<file path="src/rbe_pkg.sv">
package rbe_pkg;

    // ****************************************
    // Register byte offsets
    // ****************************************
    localparam logic [11:0] RBE_OFS_CTRL = 12'h000;
    localparam logic [11:0] RBE_OFS_SEC_MASK = 12'h004;
    localparam logic [11:0] RBE_OFS_SEC_SEV = 12'h008;
    localparam logic [11:0] RBE_OFS_SEC_STAT = 12'h00C;
    localparam logic [11:0] RBE_OFS_PRI_MASK = 12'h010;
    localparam logic [11:0] RBE_OFS_PRI_SEV = 12'h014;
    localparam logic [11:0] RBE_OFS_STAT = 12'h018;
    localparam logic [11:0] RBE_OFS_PRI_STAT = 12'h01C;
    localparam logic [11:0] RBE_OFS_SEC_HDR = 12'h020;
    localparam logic [11:0] RBE_OFS_PRI_HDR = 12'h030;
    localparam logic [11:0] RBE_OFS_PRI_PTR = 12'h040;
    localparam logic [11:0] RBE_OFS_EVT_STAT = 12'h044;
    localparam logic [11:0] RBE_OFS_EVT_MASK = 12'h048;
    localparam logic [11:0] RBE_OFS_SEC_PTR = 12'hFEC;
    localparam logic [11:0] RBE_HDR_BLK_MASK = 12'hFF0;

    // ****************************************
    // Field positions
    // ****************************************
    localparam logic [4:0] RBE_SEC_UNEXP = 5'h00;
    localparam logic [4:0] RBE_SEC_SCM_DATA = 5'h01;
    localparam logic [4:0] RBE_SEC_DT = 5'h02;
    localparam logic [4:0] RBE_SEC_CTO = 5'h03;
    localparam logic [4:0] RBE_PRI_DT = 5'h03;
    localparam logic [4:0] RBE_PRI_CTO = 5'h0E;
    localparam int RBE_ST_PCIX_UNEXP = 0;
    localparam int RBE_ST_BCTL_DISCARD = 1;
    localparam int RBE_ST_DEV_FATAL = 2;
    localparam int RBE_ST_DEV_NONFATAL = 3;
    localparam int RBE_ST_SIG_SYS_ERR = 4;
    localparam int RBE_ST_RCV_SYS_ERR = 5;
    localparam int RBE_ST_INTA_PEND = 6;
    localparam int RBE_EV_W = 5;
    localparam int RBE_CTL_W = 12;
    localparam int RBE_DT_N = 4;
    localparam int RBE_DT_CW = 20;

    localparam logic [31:0] RBE_ZERO32 = 32'h0000_0000;
    localparam logic [RBE_DT_CW-1:0] RBE_DT_LIMIT_DEF = 20'h08000;

    // Control fields, bit 0 is the command SERR enable
    typedef struct packed {
        logic msi_en;
        logic rec_fatal_en;
        logic rec_nonfatal_en;
        logic rec_cor_en;
        logic rc_se_fatal;
        logic rc_se_nonfatal;
        logic rc_se_cor;
        logic dev_fatal_rep;
        logic dev_nonfatal_rep;
        logic bctl_serr_en;
        logic cmd_int_dis;
        logic cmd_serr_en;
    } rbe_ctl_type;

    // Event pulses, also the layout of the interrupt status and mask
    typedef struct packed {
        logic msg;
        logic dt;
        logic cto;
        logic scm;
        logic unexp;
    } rbe_evt_type;

    typedef enum logic [1:0] {
        RBE_MSG_COR,
        RBE_MSG_NONFATAL,
        RBE_MSG_FATAL
    } rbe_msg_type;

endpackage

</file>
<file path="src/rbe_error_report.sv">
// What this block does
// [RULE1] Bad split completion sets two status flags
// [RULE2] Log its header when unmasked, pointer free
// [RULE3] Error signal needs unmasked plus enable path
// [RULE4] Interrupt or MSI needs matching reporting enables
// [RULE5] Set fatal or nonfatal detected by severity
// [RULE6] Signaled error needs unmasked and command enable
// [RULE7] Split message data error sets, logs
// [RULE8] Link-up timeout acts as unsupported completion
// [RULE9] Timeout logs request header, first pointer
// [RULE10] Timeout: error secondary bits, interrupt primary
// [RULE11] Per-transaction discard timers set two flags
// [RULE12] Discard expiry qualified by primary bits
// [RULE13] Nonfatal or fatal message sets received flag
// [RULE14] Message error signal by root or SERR enables
// [RULE15] Message interrupt by root error command enable
// [RULE16] Severity bit set means fatal
//
// The Wishbone slave port was decided locally.
`timescale 1ns/1ns
module rbe_error_report
    import rbe_pkg::*;
#(
    parameter logic [RBE_DT_CW-1:0] DT_LIMIT = RBE_DT_LIMIT_DEF
) (
    input wire logic i_core_clk,
    input wire logic i_resetn,
    input wire logic i_wb_cyc,
    input wire logic i_wb_stb,
    input wire logic i_wb_we,
    input wire logic [11:0] i_wb_adr,
    input wire logic [3:0] i_wb_sel,
    input wire logic [31:0] i_wb_dat,
    output logic o_wb_ack,
    output logic [31:0] o_wb_dat,
    input wire logic i_split_unexp,
    input wire logic i_split_data_err,
    input wire logic [127:0] i_split_hdr,
    input wire logic i_link_up,
    input wire logic i_cpl_timeout,
    input wire logic [127:0] i_req_hdr,
    input wire logic [RBE_DT_N-1:0] i_dt_queue,
    input wire logic [RBE_DT_N-1:0] i_dt_done,
    input wire logic i_msg_valid,
    input wire rbe_msg_type i_msg_class,
    output logic o_system_error_out_n,
    output logic o_legacy_interrupt_a_out_n,
    output logic o_msi_req,
    output logic o_ur_cpl,
    output logic o_irq
);

    // ****************************************
    // Qualification helpers
    // ****************************************
    function automatic logic serr_ok(input rbe_ctl_type c, input logic msk, input logic sev);
        // [RULE16] Severity set selects fatal
        serr_ok = !msk && (c.cmd_serr_en ||
            (sev ? (c.dev_fatal_rep && c.rc_se_fatal) : (c.dev_nonfatal_rep && c.rc_se_nonfatal)));
    endfunction

    function automatic logic int_ok(input rbe_ctl_type c, input logic msk, input logic sev);
        int_ok = !c.cmd_int_dis && !msk && (sev ? c.rec_fatal_en : c.rec_nonfatal_en) &&
            (c.cmd_serr_en || (sev ? c.dev_fatal_rep : c.dev_nonfatal_rep));
    endfunction

    function automatic logic [31:0] w1c(input logic [31:0] q, input logic [31:0] clr,
        input logic [31:0] set);
        // Hardware set wins over a software clear in the same cycle
        w1c = (q & ~clr) | set;
    endfunction

    rbe_ctl_type ctl_q;
    logic [31:0] sec_mask_q, sec_sev_q, sec_stat_q, pri_mask_q, pri_sev_q, pri_stat_q;
    logic [31:0] stat_q;
    logic [31:0] sec_hdr_q [4];
    logic [31:0] pri_hdr_q [4];
    logic [4:0] sec_ptr_q, pri_ptr_q;
    rbe_evt_type evt_stat_q, evt_mask_q, ev;
    logic [RBE_DT_CW-1:0] dt_cnt_q [RBE_DT_N];
    logic [RBE_DT_N-1:0] dt_busy_q, dt_hit;
    logic ack_q;
    logic [31:0] rdat_q;
    logic serr_q, msi_q, ur_q;

    // ****************************************
    // Bus decode
    // ****************************************
    logic bus_req, wr_acc, rd_acc;
    logic [31:0] wmask;
    assign bus_req = i_wb_cyc && i_wb_stb && !ack_q;
    assign wr_acc = bus_req && i_wb_we;
    assign rd_acc = bus_req && !i_wb_we;
    assign wmask = {{8{i_wb_sel[3]}}, {8{i_wb_sel[2]}}, {8{i_wb_sel[1]}}, {8{i_wb_sel[0]}}};

    function automatic logic [31:0] clr_of(input logic hit, input logic [31:0] d,
        input logic [31:0] m);
        clr_of = hit ? (d & m) : RBE_ZERO32;
    endfunction

    function automatic logic [31:0] merge(input logic [31:0] q, input logic [31:0] d,
        input logic [31:0] m);
        merge = (q & ~m) | (d & m);
    endfunction

    // ****************************************
    // Events and their qualification
    // ****************************************
    logic sec_ptr_act, pri_ptr_act;
    logic m_unexp, m_scm, m_cto_s, m_cto_p, m_dt;
    logic s_unexp, s_scm, s_cto_s, s_cto_p, s_dt;
    logic msg_nf, msg_f, msg_cor, msg_serr, msg_int;
    logic serr_req, int_req, sig_set, fat_set, nf_set;

    assign sec_ptr_act = sec_stat_q[sec_ptr_q];
    assign pri_ptr_act = pri_stat_q[pri_ptr_q];
    assign m_unexp = sec_mask_q[RBE_SEC_UNEXP];
    assign s_unexp = sec_sev_q[RBE_SEC_UNEXP];
    assign m_scm = sec_mask_q[RBE_SEC_SCM_DATA];
    assign s_scm = sec_sev_q[RBE_SEC_SCM_DATA];
    assign m_cto_s = sec_mask_q[RBE_SEC_CTO];
    assign s_cto_s = sec_sev_q[RBE_SEC_CTO];
    assign m_cto_p = pri_mask_q[RBE_PRI_CTO];
    assign s_cto_p = pri_sev_q[RBE_PRI_CTO];
    assign m_dt = pri_mask_q[RBE_PRI_DT];
    assign s_dt = pri_sev_q[RBE_PRI_DT];

    assign ev.unexp = i_split_unexp;
    assign ev.scm = i_split_data_err;
    // [RULE8] Timeout counts only with the link up
    assign ev.cto = i_cpl_timeout && i_link_up;
    assign ev.dt = |dt_hit;
    assign ev.msg = i_msg_valid;
    assign msg_cor = i_msg_valid && (i_msg_class == RBE_MSG_COR);
    assign msg_nf = i_msg_valid && (i_msg_class == RBE_MSG_NONFATAL);
    assign msg_f = i_msg_valid && (i_msg_class == RBE_MSG_FATAL);

    // [RULE14] Message error signal paths
    assign msg_serr = (msg_cor && ctl_q.rc_se_cor) || (msg_nf && ctl_q.rc_se_nonfatal) ||
        (msg_f && ctl_q.rc_se_fatal) ||
        ((msg_nf || msg_f) && ctl_q.cmd_serr_en && ctl_q.bctl_serr_en);
    // [RULE15] Message interrupt paths
    assign msg_int = (msg_cor && ctl_q.rec_cor_en) || (msg_nf && ctl_q.rec_nonfatal_en) ||
        (msg_f && ctl_q.rec_fatal_en);

    // [RULE3] Error signal gating, per class
    // [RULE10] Timeout error signal uses secondary bits
    // [RULE12] Discard expiry uses primary bits
    assign serr_req = (ev.unexp && serr_ok(ctl_q, m_unexp, s_unexp)) ||
        (ev.scm && serr_ok(ctl_q, m_scm, s_scm)) ||
        (ev.cto && serr_ok(ctl_q, m_cto_s, s_cto_s)) ||
        (ev.dt && serr_ok(ctl_q, m_dt, s_dt)) || msg_serr;
    // [RULE4] Interrupt gating, per class
    // [RULE10] Timeout interrupt uses primary bits
    assign int_req = (ev.unexp && int_ok(ctl_q, m_unexp, s_unexp)) ||
        (ev.scm && int_ok(ctl_q, m_scm, s_scm)) ||
        (ev.cto && int_ok(ctl_q, m_cto_p, s_cto_p)) ||
        (ev.dt && int_ok(ctl_q, m_dt, s_dt)) || msg_int;
    // [RULE6] Signaled error needs unmasked and command enable
    assign sig_set = ctl_q.cmd_serr_en && ((ev.unexp && !m_unexp) || (ev.scm && !m_scm) ||
        (ev.cto && !m_cto_s) || (ev.dt && !m_dt));
    // [RULE5] Detected bit follows severity
    assign fat_set = (ev.unexp && s_unexp) || (ev.scm && s_scm) || (ev.cto && s_cto_p) ||
        (ev.dt && s_dt);
    assign nf_set = (ev.unexp && !s_unexp) || (ev.scm && !s_scm) || (ev.cto && !s_cto_p) ||
        (ev.dt && !s_dt);

    // ****************************************
    // Discard timers
    // ****************************************
    always_comb begin
        for (int i = 0; i < RBE_DT_N; i++) begin
            dt_hit[i] = dt_busy_q[i] && (dt_cnt_q[i] == DT_LIMIT);
        end
    end

    // [RULE11] One timer per queued transaction
    always_ff @(posedge i_core_clk or negedge i_resetn) begin
        if (!i_resetn) begin
            dt_busy_q <= '0;
            for (int i = 0; i < RBE_DT_N; i++) begin
                dt_cnt_q[i] <= '0;
            end
        end else begin
            for (int i = 0; i < RBE_DT_N; i++) begin
                if (i_dt_queue[i]) begin
                    dt_busy_q[i] <= 1'b1;
                    dt_cnt_q[i] <= '0;
                end else if (i_dt_done[i] || dt_hit[i]) begin
                    dt_busy_q[i] <= 1'b0;
                end else if (dt_busy_q[i]) begin
                    dt_cnt_q[i] <= dt_cnt_q[i] + 1'b1;
                end
            end
        end
    end

    // ****************************************
    // Configuration registers
    // ****************************************
    logic w_ctl, w_smask, w_ssev, w_pmask, w_psev, w_emask;
    logic [31:0] ctl_new;
    assign ctl_new = merge(32'(ctl_q), i_wb_dat, wmask);
    assign w_ctl = wr_acc && (i_wb_adr == RBE_OFS_CTRL);
    assign w_smask = wr_acc && (i_wb_adr == RBE_OFS_SEC_MASK);
    assign w_ssev = wr_acc && (i_wb_adr == RBE_OFS_SEC_SEV);
    assign w_pmask = wr_acc && (i_wb_adr == RBE_OFS_PRI_MASK);
    assign w_psev = wr_acc && (i_wb_adr == RBE_OFS_PRI_SEV);
    assign w_emask = wr_acc && (i_wb_adr == RBE_OFS_EVT_MASK);

    always_ff @(posedge i_core_clk or negedge i_resetn) begin
        if (!i_resetn) begin
            ctl_q <= '0;
            sec_mask_q <= RBE_ZERO32;
            sec_sev_q <= RBE_ZERO32;
            pri_mask_q <= RBE_ZERO32;
            pri_sev_q <= RBE_ZERO32;
            evt_mask_q <= '0;
        end else begin
            if (w_ctl) begin
                ctl_q <= rbe_ctl_type'(ctl_new[RBE_CTL_W-1:0]);
            end
            if (w_smask) begin
                sec_mask_q <= merge(sec_mask_q, i_wb_dat, wmask);
            end
            if (w_ssev) begin
                sec_sev_q <= merge(sec_sev_q, i_wb_dat, wmask);
            end
            if (w_pmask) begin
                pri_mask_q <= merge(pri_mask_q, i_wb_dat, wmask);
            end
            if (w_psev) begin
                pri_sev_q <= merge(pri_sev_q, i_wb_dat, wmask);
            end
            if (w_emask) begin
                evt_mask_q <= rbe_evt_type'((i_wb_dat[RBE_EV_W-1:0] & wmask[RBE_EV_W-1:0])
                    | (evt_mask_q & ~wmask[RBE_EV_W-1:0]));
            end
        end
    end

    // ****************************************
    // Error status registers
    // ****************************************
    logic [31:0] sec_set, pri_set, st_set;
    always_comb begin
        sec_set = RBE_ZERO32;
        // [RULE1] Secondary unexpected split status
        sec_set[RBE_SEC_UNEXP] = ev.unexp;
        // [RULE7] Split message data error status
        sec_set[RBE_SEC_SCM_DATA] = ev.scm;
        // [RULE11] Secondary discard expired status
        sec_set[RBE_SEC_DT] = ev.dt;
        pri_set = RBE_ZERO32;
        // [RULE8] Primary completion timeout status
        pri_set[RBE_PRI_CTO] = ev.cto;
        st_set = RBE_ZERO32;
        // [RULE1] Bridge unexpected split flag
        st_set[RBE_ST_PCIX_UNEXP] = ev.unexp;
        // [RULE11] Bridge control discard status
        st_set[RBE_ST_BCTL_DISCARD] = ev.dt;
        st_set[RBE_ST_DEV_FATAL] = fat_set;
        st_set[RBE_ST_DEV_NONFATAL] = nf_set;
        st_set[RBE_ST_SIG_SYS_ERR] = sig_set;
        // [RULE13] Received system error on message
        st_set[RBE_ST_RCV_SYS_ERR] = msg_nf || msg_f;
        st_set[RBE_ST_INTA_PEND] = int_req && !ctl_q.msi_en;
    end

    always_ff @(posedge i_core_clk or negedge i_resetn) begin
        if (!i_resetn) begin
            sec_stat_q <= RBE_ZERO32;
            pri_stat_q <= RBE_ZERO32;
            stat_q <= RBE_ZERO32;
        end else begin
            sec_stat_q <= w1c(sec_stat_q,
                clr_of(wr_acc && (i_wb_adr == RBE_OFS_SEC_STAT), i_wb_dat, wmask), sec_set);
            pri_stat_q <= w1c(pri_stat_q,
                clr_of(wr_acc && (i_wb_adr == RBE_OFS_PRI_STAT), i_wb_dat, wmask), pri_set);
            stat_q <= w1c(stat_q,
                clr_of(wr_acc && (i_wb_adr == RBE_OFS_STAT), i_wb_dat, wmask), st_set);
        end
    end

    // ****************************************
    // Header logs and first-error pointers
    // ****************************************
    logic sec_log_unexp, sec_log_scm, pri_log;
    // [RULE2] Log only when unmasked and pointer free
    assign sec_log_unexp = ev.unexp && !m_unexp && !sec_ptr_act;
    // [RULE7] Same conditions; unexpected wins a tie
    assign sec_log_scm = ev.scm && !m_scm && !sec_ptr_act && !sec_log_unexp;
    // [RULE9] Request header under primary mask
    assign pri_log = ev.cto && !m_cto_p && !pri_ptr_act;

    always_ff @(posedge i_core_clk or negedge i_resetn) begin
        if (!i_resetn) begin
            sec_ptr_q <= '0;
            pri_ptr_q <= '0;
            for (int i = 0; i < 4; i++) begin
                sec_hdr_q[i] <= RBE_ZERO32;
                pri_hdr_q[i] <= RBE_ZERO32;
            end
        end else begin
            if (sec_log_unexp || sec_log_scm) begin
                sec_ptr_q <= sec_log_unexp ? RBE_SEC_UNEXP : RBE_SEC_SCM_DATA;
                for (int i = 0; i < 4; i++) begin
                    sec_hdr_q[i] <= i_split_hdr[32*i +: 32];
                end
            end
            if (pri_log) begin
                pri_ptr_q <= RBE_PRI_CTO;
                for (int i = 0; i < 4; i++) begin
                    pri_hdr_q[i] <= i_req_hdr[32*i +: 32];
                end
            end
        end
    end

    // ****************************************
    // Pin drivers and interrupt status
    // ****************************************
    always_ff @(posedge i_core_clk or negedge i_resetn) begin
        if (!i_resetn) begin
            serr_q <= 1'b0;
            msi_q <= 1'b0;
            ur_q <= 1'b0;
            evt_stat_q <= '0;
        end else begin
            serr_q <= serr_req;
            // [RULE4] MSI when enabled, else legacy line
            msi_q <= int_req && ctl_q.msi_en;
            // [RULE8] Answer as an unsupported request
            ur_q <= ev.cto;
            if (rd_acc && (i_wb_adr == RBE_OFS_EVT_STAT)) begin
                evt_stat_q <= ev;
            end else begin
                evt_stat_q <= evt_stat_q | ev;
            end
        end
    end

    assign o_system_error_out_n = !serr_q;
    assign o_legacy_interrupt_a_out_n = !stat_q[RBE_ST_INTA_PEND];
    assign o_msi_req = msi_q;
    assign o_ur_cpl = ur_q;
    assign o_irq = |(evt_stat_q & evt_mask_q);

    // ****************************************
    // Bus answer
    // ****************************************
    logic [31:0] rmux;
    always_comb begin
        rmux = RBE_ZERO32;
        if ((i_wb_adr & RBE_HDR_BLK_MASK) == RBE_OFS_SEC_HDR) begin
            rmux = sec_hdr_q[i_wb_adr[3:2]];
        end else if ((i_wb_adr & RBE_HDR_BLK_MASK) == RBE_OFS_PRI_HDR) begin
            rmux = pri_hdr_q[i_wb_adr[3:2]];
        end else begin
            unique case (i_wb_adr)
                RBE_OFS_CTRL: rmux = 32'(ctl_q);
                RBE_OFS_SEC_MASK: rmux = sec_mask_q;
                RBE_OFS_SEC_SEV: rmux = sec_sev_q;
                RBE_OFS_SEC_STAT: rmux = sec_stat_q;
                RBE_OFS_PRI_MASK: rmux = pri_mask_q;
                RBE_OFS_PRI_SEV: rmux = pri_sev_q;
                RBE_OFS_STAT: rmux = stat_q;
                RBE_OFS_PRI_STAT: rmux = pri_stat_q;
                RBE_OFS_PRI_PTR: rmux = 32'(pri_ptr_q);
                RBE_OFS_EVT_STAT: rmux = 32'(evt_stat_q);
                RBE_OFS_EVT_MASK: rmux = 32'(evt_mask_q);
                RBE_OFS_SEC_PTR: rmux = 32'(sec_ptr_q);
                default: rmux = RBE_ZERO32;
            endcase
        end
    end

    // Unmapped addresses still ack so a stray access never hangs the bus
    always_ff @(posedge i_core_clk or negedge i_resetn) begin
        if (!i_resetn) begin
            ack_q <= 1'b0;
            rdat_q <= RBE_ZERO32;
        end else begin
            ack_q <= bus_req;
            rdat_q <= rd_acc ? rmux : RBE_ZERO32;
        end
    end

    assign o_wb_ack = ack_q;
    assign o_wb_dat = rdat_q;
endmodule

</file>
<file path="config.mk">
export PLATFORM = sky130hd
export DESIGN_NAME = rbe_error_report
export DESIGN_NICKNAME = d
export VERILOG_FILES = /design/src/rbe_pkg.sv /design/src/rbe_error_report.sv
export SDC_FILE = /design/constraint.sdc
export NUM_CORES = 1
export LEC_CHECK = 0
export BUFFER_PORTS_ARGS = -buffer_cell sky130_fd_sc_hd__buf_2
export CAP_MARGIN = 20
export CORE_AREA = 2 2 231 233
export CTS_CLUSTER_DIAMETER = 150
export DETAILED_ROUTE_END_ITERATION = 16
export DIE_AREA = 0 0 233 235
export GPL_TIMING_DRIVEN = 0
export PLACE_DENSITY = 0.87
export RECOVER_POWER = 25
export SYNTH_ARGS = -nofsm -noshare
export SYNTH_HDL_FRONTEND = slang
export SYNTH_SLANG_ARGS = --single-unit
</file>
<file path="constraint.sdc">
create_clock -name i_core_clk -period 6.45 [get_ports i_core_clk]
set_clock_uncertainty 0.2 [all_clocks]
set_input_delay 0.9675 -clock i_core_clk [delete_from_list [all_inputs] [get_ports i_core_clk]]
set_output_delay 0.9675 -clock i_core_clk [all_outputs]
set_load 0.01 [all_outputs]
</file>
* Word level (Yosys, flattened, before mapping)
Cells that the tools add are included.
** Word-level totals
- Bits in registers :: 628
- Input bits :: 324
- Output and inout bits :: 38
- Word-level logic and storage cells :: 307
** Cells by class
- Add/subtract/negate cells :: 4
- $lt $le $gt $ge :: 3
- Equality and inequality tests :: 23
- Mux-type cells :: 51
- Bitwise operators :: 28
- Reductions and logical operators :: 146
** Operator list (number)
- $pmux W32 S12 :: 1
- $mux W32 :: 10
- $and A32 B32 Y32 :: 8
- $mux W20 :: 12
- $bmux W32 S2 :: 2
- $not A32 Y32 :: 4
- $or A32 B32 Y32 :: 4
- $add A20 B1 Y20 const B :: 4
- $eq A20 B16 Y1 const B :: 4
- $logic_and A1 B1 Y1 :: 76
- $eq A12 B5 Y1 const B :: 4
- $eq A12 B7 Y1 const B :: 3
- $logic_or A1 B1 Y1 :: 36
- $or A32 B15 Y32 :: 1
- $or A32 B3 Y32 :: 1
- $or A32 B7 Y32 :: 1
- $eq A12 B4 Y1 const B :: 2
- $mux W1 :: 23
- $logic_not A1 Y1 :: 18
- $eq A8 B2 Y1 const B :: 2
- $reduce_bool A2 Y1 :: 8
- $and A5 B5 Y5 :: 3
- $and A12 B12 Y12 :: 1
- $eq A12 B12 Y1 const B :: 1
- other kinds (19) :: 26

* Logic depth before layout (Yosys ltp)
Gate-level depths: netlist of the first run.
- Depth in word-level cells :: 11
- Depth in mapped cells :: 9
- Depth with buffers taken out :: 7

* Worst setup path before layout of the first run
OpenSTA, ideal clock, no wires.
- Kind :: input to register
- Start :: input i_wb_adr[7]
- End :: register (tool-made name)
- Setup time :: 0.125 ns
- Data arrival time :: 2.654 ns
- Required time :: 6.125 ns
- Path slack :: 3.471 ns
- Cell stages on the path :: 6
- Path buffers :: 1
- Path through :: buf_2 -> or4_4 -> nor3_4 -> nand2_2 -> nor2_4 -> mux2_2
** RTL lines
- from (decl) :: line rbe_error_report.sv:31 : input wire logic [11:0] i_wb_adr,

==> results_dict.tcl, run 1 <==
set metrics [dict create \
    tightest_slew_ns 2.95 \
    dpl_worst_slack_ns 2.02 \
    post_cts_buffers 0 \
    numClockSinks 624 \
    cp-start-kind "input port" \
    p_clk_share_pct 39.1 \
    worstSetupEndpointType "async pin" \
    wirelength_mm 95.5 \
    grt_use_total_pct 34.8 \
    crit_type "input port to async pin" \
    power_density_nw_per_um2 298 \
    hold_viol 0 \
    holdBufCountCts 0 \
    fmax_ghz 0.234 \
    synth_edf_count 0 \
    tns_ns 0 \
    fin_crit_sh_pct 66.2 \
    post_synth_num_cell_types 75 \
    dpl_cell_area_um2 31400 \
    portBuffers 353 \
    ant_nets 0 \
    r2r_setup_slack_ns 3.28 \
    ys_ff_latch 624 \
    nFillCells 3818 \
    status "finished with violations" \
    path_max_fanout 131 \
    synthArstFlopShare_pct 100 \
    swShare_pct 25.6 \
    arrival_ns 4.76 \
    ir_worst_vdd_uv 283 \
    syn_area_um2 28600 \
    vias_per_cell 6.58 \
    cts-htree-levels 3 \
    drt-initial-drc-count 2437 \
    rsz0062_at_grt "no" \
    slew_violations 50 \
    final_common_cell "dfrtp_1" \
    cts.path.max_buffers 3 \
    design.core.area_um2 52200 \
    dp_cells 3253 \
    yosysSeqAreaShare_pct 54.6 \
    p_seq_share_pct 47.4 \
    area_growth_pct 17.8 \
    setup_violations 0 \
    syn-instance-count 2203 \
    yosysWarningCount 0 \
    antenna_found_initial 27 \
    leakage_nw 15.2 \
    syn_avg_cell_area_um2 13.0 \
    vias 22330 \
    violations "max-capacitance violations, max-slew violations" \
    wl_per_cell_um 28.2 \
    hpwl_mm 66.9 \
    clk_latency_ns 0.63 \
    grt_pass1_vias 23035 \
    final_nets 2969 \
    layout_common_cells "dfrtp_1, mux2_2, buf_2" \
    p_total_mw 10.0 \
    maxSlewHeadroom_pct -96.9 \
    yosys_most_used_dff "dfrtp_1" \
    drv_cap 1 \
    die_area_um2 54800 \
    dr.pass1.iters 6 \
    die-width_um 233 \
    finalNonFillerCells 3392 \
    ios 362 \
    p_sw_mw 2.57 \
    min_path_type "register to register" \
    grt_pass1_wl_mm 141 \
    grt_max_degree 132 \
    power.internal_mw 7.47 \
    drcViolationCount 0 \
    numCtsBuffers 67 \
    place_congestion 0.987 \
    overflow 0 \
    synth_top_cell_area_share_pct 54.6 \
    syn_nets 2535 \
    die_h_um 235 \
    path_clk_slew_ns 0.06 \
    synth_top_area_cell "dfrtp_1" \
    cp_data_required_time_ns 6.94 \
    hold_ws_ns 0.285 \
    drive_gt1_share_pct 38.0 \
    final_area_um2 33700 \
    combPwrFrac_pct 13.5 \
    tritoncts "yes" \
    fin_util_pct 64.5 \
    rows 84 \
    initial_core_util_pct 54.7 \
    cts_root_buf "clkbuf_16" \
    postLayoutSetupSlackWorst_ns 2.18 \
    yosys-top-cells-area "dfrtp_1, mux2_2, mux4_2" \
    fin_crit_ns 4.27 \
    cts_resized 0 \
]
## synthesized netlist by cell type, types with 23 or more instances
cell / n
a21oi_1: 50
a22oi_1: 26
buf_2: 23
clkbuf_1: 83
dfrtp_1: 624
inv_1: 26
mux2_2: 422
mux2i_1: 32
mux4_2: 79
nand2_1: 123
nand3_1: 51
nor2_1: 93
o21a_1: 85
o21ai_0: 101
xor2_1: 25
## cells by family after synthesis
logic type               synth area share [%]
buffers and inverters                    2.01
AND/OR/NAND/NOR                          8.65
flip-flops                               54.6
multiplexers                             24.2
XOR/XNOR                                 1.13
AO/OA/AOI/OAI                            9.04
adder cells (fa/ha/maj)                 0.350
## power by group through the flow
stage	clock (mW)	combinational [mW]	sequential [mW]
6_report	3.92	1.36	4.75
4_1_cts	3.94	1.35	4.74
5_1_grt	4.10	1.43	4.80
2_1_floorplan	0	0.845	4.67
3_5_place_dp	0	1.34	4.80
3_3_place_gp	0	1.27	4.74
## final timing paths
check	to	from	cells after the start
min in group asynchronous	sec_hdr_q[127]	i_resetn	1
min	pri_stat_q[8]	pri_stat_q[8]	1
min reg2reg	pri_stat_q[8]	pri_stat_q[8]	1
max in group i_core_clk	o_wb_dat[10]	i_wb_adr[3]	7
max reg2reg	o_wb_dat[1]	o_wb_ack	4
max	pri_hdr_q[77]	i_resetn	4
## routing by layer
metal	wire length [um]	vias up	share of wire, %	global-route usage [%]
met5	107	-	0.11	0
met4	5850	18	6.1	20.6
met3	9630	365	10	9.62
met2	43600	1438	46	52.1
met1	36300	11446	38	45.6
li1	-	9063	-	-
## worst max-delay path, stage by stage
cell,delay [ns]
clkbuf_1,2.04
buf_16,0.48
buf_16,0.53
buf_16,0.48
## area by class of cell
class                      instances  area, um2  share of cell area, %
buffer                           119        475                   1.41
clock buffer                      92       1870                   5.56
tap                              688        861                   2.56
multi-input combinational       1434      12400                   36.8
timing repair buffer             365       1990                   5.90
inverter                          26       97.6                  0.290
antenna                           20       50.0                  0.149
clock inverter                    24        318                  0.944
sequential                       624      15600                   46.4
Power figures use the tool's default switching activity.
==> run 2: changes to the inputs <==
--- a/config.mk
+++ b/config.mk
@@ -7,10 +7,10 @@
 export LEC_CHECK = 0
 export BUFFER_PORTS_ARGS = -buffer_cell sky130_fd_sc_hd__buf_2
 export CAP_MARGIN = 20
-export CORE_AREA = 2 2 231 233
+export CORE_AREA = 2 2 236 238
 export CTS_CLUSTER_DIAMETER = 150
 export DETAILED_ROUTE_END_ITERATION = 16
-export DIE_AREA = 0 0 233 235
+export DIE_AREA = 0 0 238 240
 export GPL_TIMING_DRIVEN = 0
 export PLACE_DENSITY = 0.87
 export RECOVER_POWER = 25
==> constraint.sdc (replaced) <==
create_clock -name i_core_clk -period 3.71 [get_ports i_core_clk]
set_clock_uncertainty 0.2 [all_clocks]
set_input_delay 0.5565 -clock i_core_clk [delete_from_list [all_inputs] [get_ports i_core_clk]]
set_output_delay 0.5565 -clock i_core_clk [all_outputs]
set_load 0.01 [all_outputs]
==> run 2 against run 1 <==
The flow finishes with violations (max-capacitance violations, max-slew violations, negative setup slack). Via count up 11%. Flip-flop and latch count unchanged. Design area up 7.8%. Combinational power up 100%.
==> results_dict.tcl, run 2 (synthesis gave the netlist of run 1 again) <==
set metrics [dict create \
    area_growth_pct 27.0 \
    wl_per_cell_um 30.9 \
    final_nets 3238 \
    cts.path.max_buffers 3 \
    hold_ws_ns 0.0145 \
    setup_violations 1 \
    antenna_found_initial 28 \
    hpwl_mm 67.0 \
    portBuffers 353 \
    status "finished with violations" \
    cts_resized 0 \
    cp-start-kind "input port" \
    wirelength_mm 114 \
    violations "max-capacitance violations, max-slew violations, negative setup slack" \
    rsz0062_at_grt "no" \
    grt_pass1_wl_mm 166 \
    seq_area_um2 15600 \
    power_density_nw_per_um2 489 \
    multi_input_area_um2 12400 \
    tritoncts "yes" \
    path_max_fanout 10 \
    arrival_ns 4.05 \
    cp_data_required_time_ns 4.01 \
    drive_gt1_share_pct 34.6 \
    drt-initial-drc-count 3335 \
    numCtsBuffers 61 \
    rows 86 \
    postLayoutSetupSlackWorst_ns -0.0419 \
    die_area_um2 57100 \
    die-width_um 238 \
    tightest_slew_ns 1.68 \
    clk_latency_ns 0.68 \
    cts_root_buf "clkbuf_16" \
    vias_per_cell 6.73 \
    cp_common_cell "buf_2" \
    crit_type "input port to register" \
    maxSlewHeadroom_pct -12.1 \
    vias 24804 \
    grt_max_degree 114 \
    slowest_stage "o21ai_0" \
    cts-htree-levels 2 \
    grt_use_total_pct 39.9 \
    die_h_um 240 \
    leakage_nw 16.3 \
    drcViolationCount 0 \
    worstSetupEndpointType "register" \
    dr.pass1.iters 7 \
    drv_cap 3 \
    tns_ns -0.0419 \
    overflow 0 \
    path_clk_slew_ns 0.07 \
    fin_crit_sh_pct 101 \
    initial_core_util_pct 52.3 \
    ant_nets 0 \
    final_common_cell "dfrtp_1" \
    critPathMaxStageDelay_ns 0.97 \
    ios 362 \
    fin_crit_ns 3.75 \
    path_cells "buf_2 -> buf_2 -> clkbuf_1 -> buf_16 -> buf_2 -> mux4_2 -> o21ai_0 -> a21oi_1" \
    layout_common_cells "dfrtp_1, mux2_2, buf_2" \
    hold_viol 0 \
    min_path_type "input port to register" \
    nFillCells 3594 \
    ir_worst_vdd_uv 511 \
    fmax_ghz 0.267 \
    numClockSinks 624 \
    slew_violations 330 \
    place_congestion 0.992 \
    grt_pass1_vias 25708 \
    design.core.area_um2 54700 \
]
[run 2: cell types whose count changed in the layout (fill, tap and decap cells not counted), moves of 2 or more]
cell / before / now
dlygate4sd3_1: 0 / 272
clkbuf_16: 69 / 61
diode_2: 20 / 25
clkbuf_1: 104 / 100
clkbuf_8: 6 / 10
clkinvlp_4: 1 / 5
clkbuf_4: 1 / 4
buf_2: 372 / 374
buf_8: 2 / 4
clkinv_2: 12 / 10
clkinv_8: 2 / 0
[run 2: cell type report]
type,count,area share (%)
flip-flops and latches,624,43.0
repair buffers,640,13.0
plain buffers,119,1.31
clock inverters,26,0.889
well taps,704,2.43
clock buffers,87,4.75
inverters,26,0.269
diodes,25,0.172
multi-input cells,1434,34.1
[run 2: through the flow]
step | instances | setup WS (ns) | cell area (um2) | utilization (%) | total power [mW]
2_1_floorplan | 2203 | 1.14 | 28600 | - | 9.59
3_3_place_gp | 3260 | -10.29 | 31200 | 57.1 | 10.5
5_1_grt | 3672 | 0.0795 | 36300 | 66.4 | 18.1
4_1_cts | 3658 | 0.650 | 36300 | 66.4 | 17.2
3_5_place_dp | 3273 | -0.0242 | 31500 | 57.7 | 10.7
6_report | 3685 | -0.0419 | 36300 | 66.4 | 17.8
[run 2: worst paths after layout]
check,start,endpoint,slack (ns),cells after the start
setup / recovery,i_wb_adr[3],o_wb_dat[10],-0.04,8
hold / removal,i_wb_dat[5],register,0.01,2
setup reg to reg,register,pri_hdr_q[119],0.56,5
hold reg to reg,pri_stat_q[1],pri_stat_q[1],0.29,1
max in group asynchronous,i_resetn,pri_hdr_q[24],0.95,4
min in group asynchronous,i_resetn,sec_hdr_q[72],0.16,2
[run 2: critical path: cells and delay by family]
kind	cells	cell delay, ns
multiplexers	1	0.45
buffers and inverters	5	1.80
AO/OA/AOI/OAI	2	1.20
[run 2: repair_timing]
item	in CTS	in global routing
hold buffers	272	0
setup buffers	0	0
endpoints found under the hold margin	326	0
[run 2: per-layer routing]
layer  track usage (%)  wire length, um
met1              45.9            38200
met4              29.9            10900
met3              16.8            14200
met2              59.9            50300
met5                 0               98
[run 2: report_power, final]
| part | switching, mW | internal, mW |
|---|---|---|
| logic | 1.30 | 1.48 |
| clock network | 2.97 | 3.61 |
| registers | 0.679 | 7.73 |
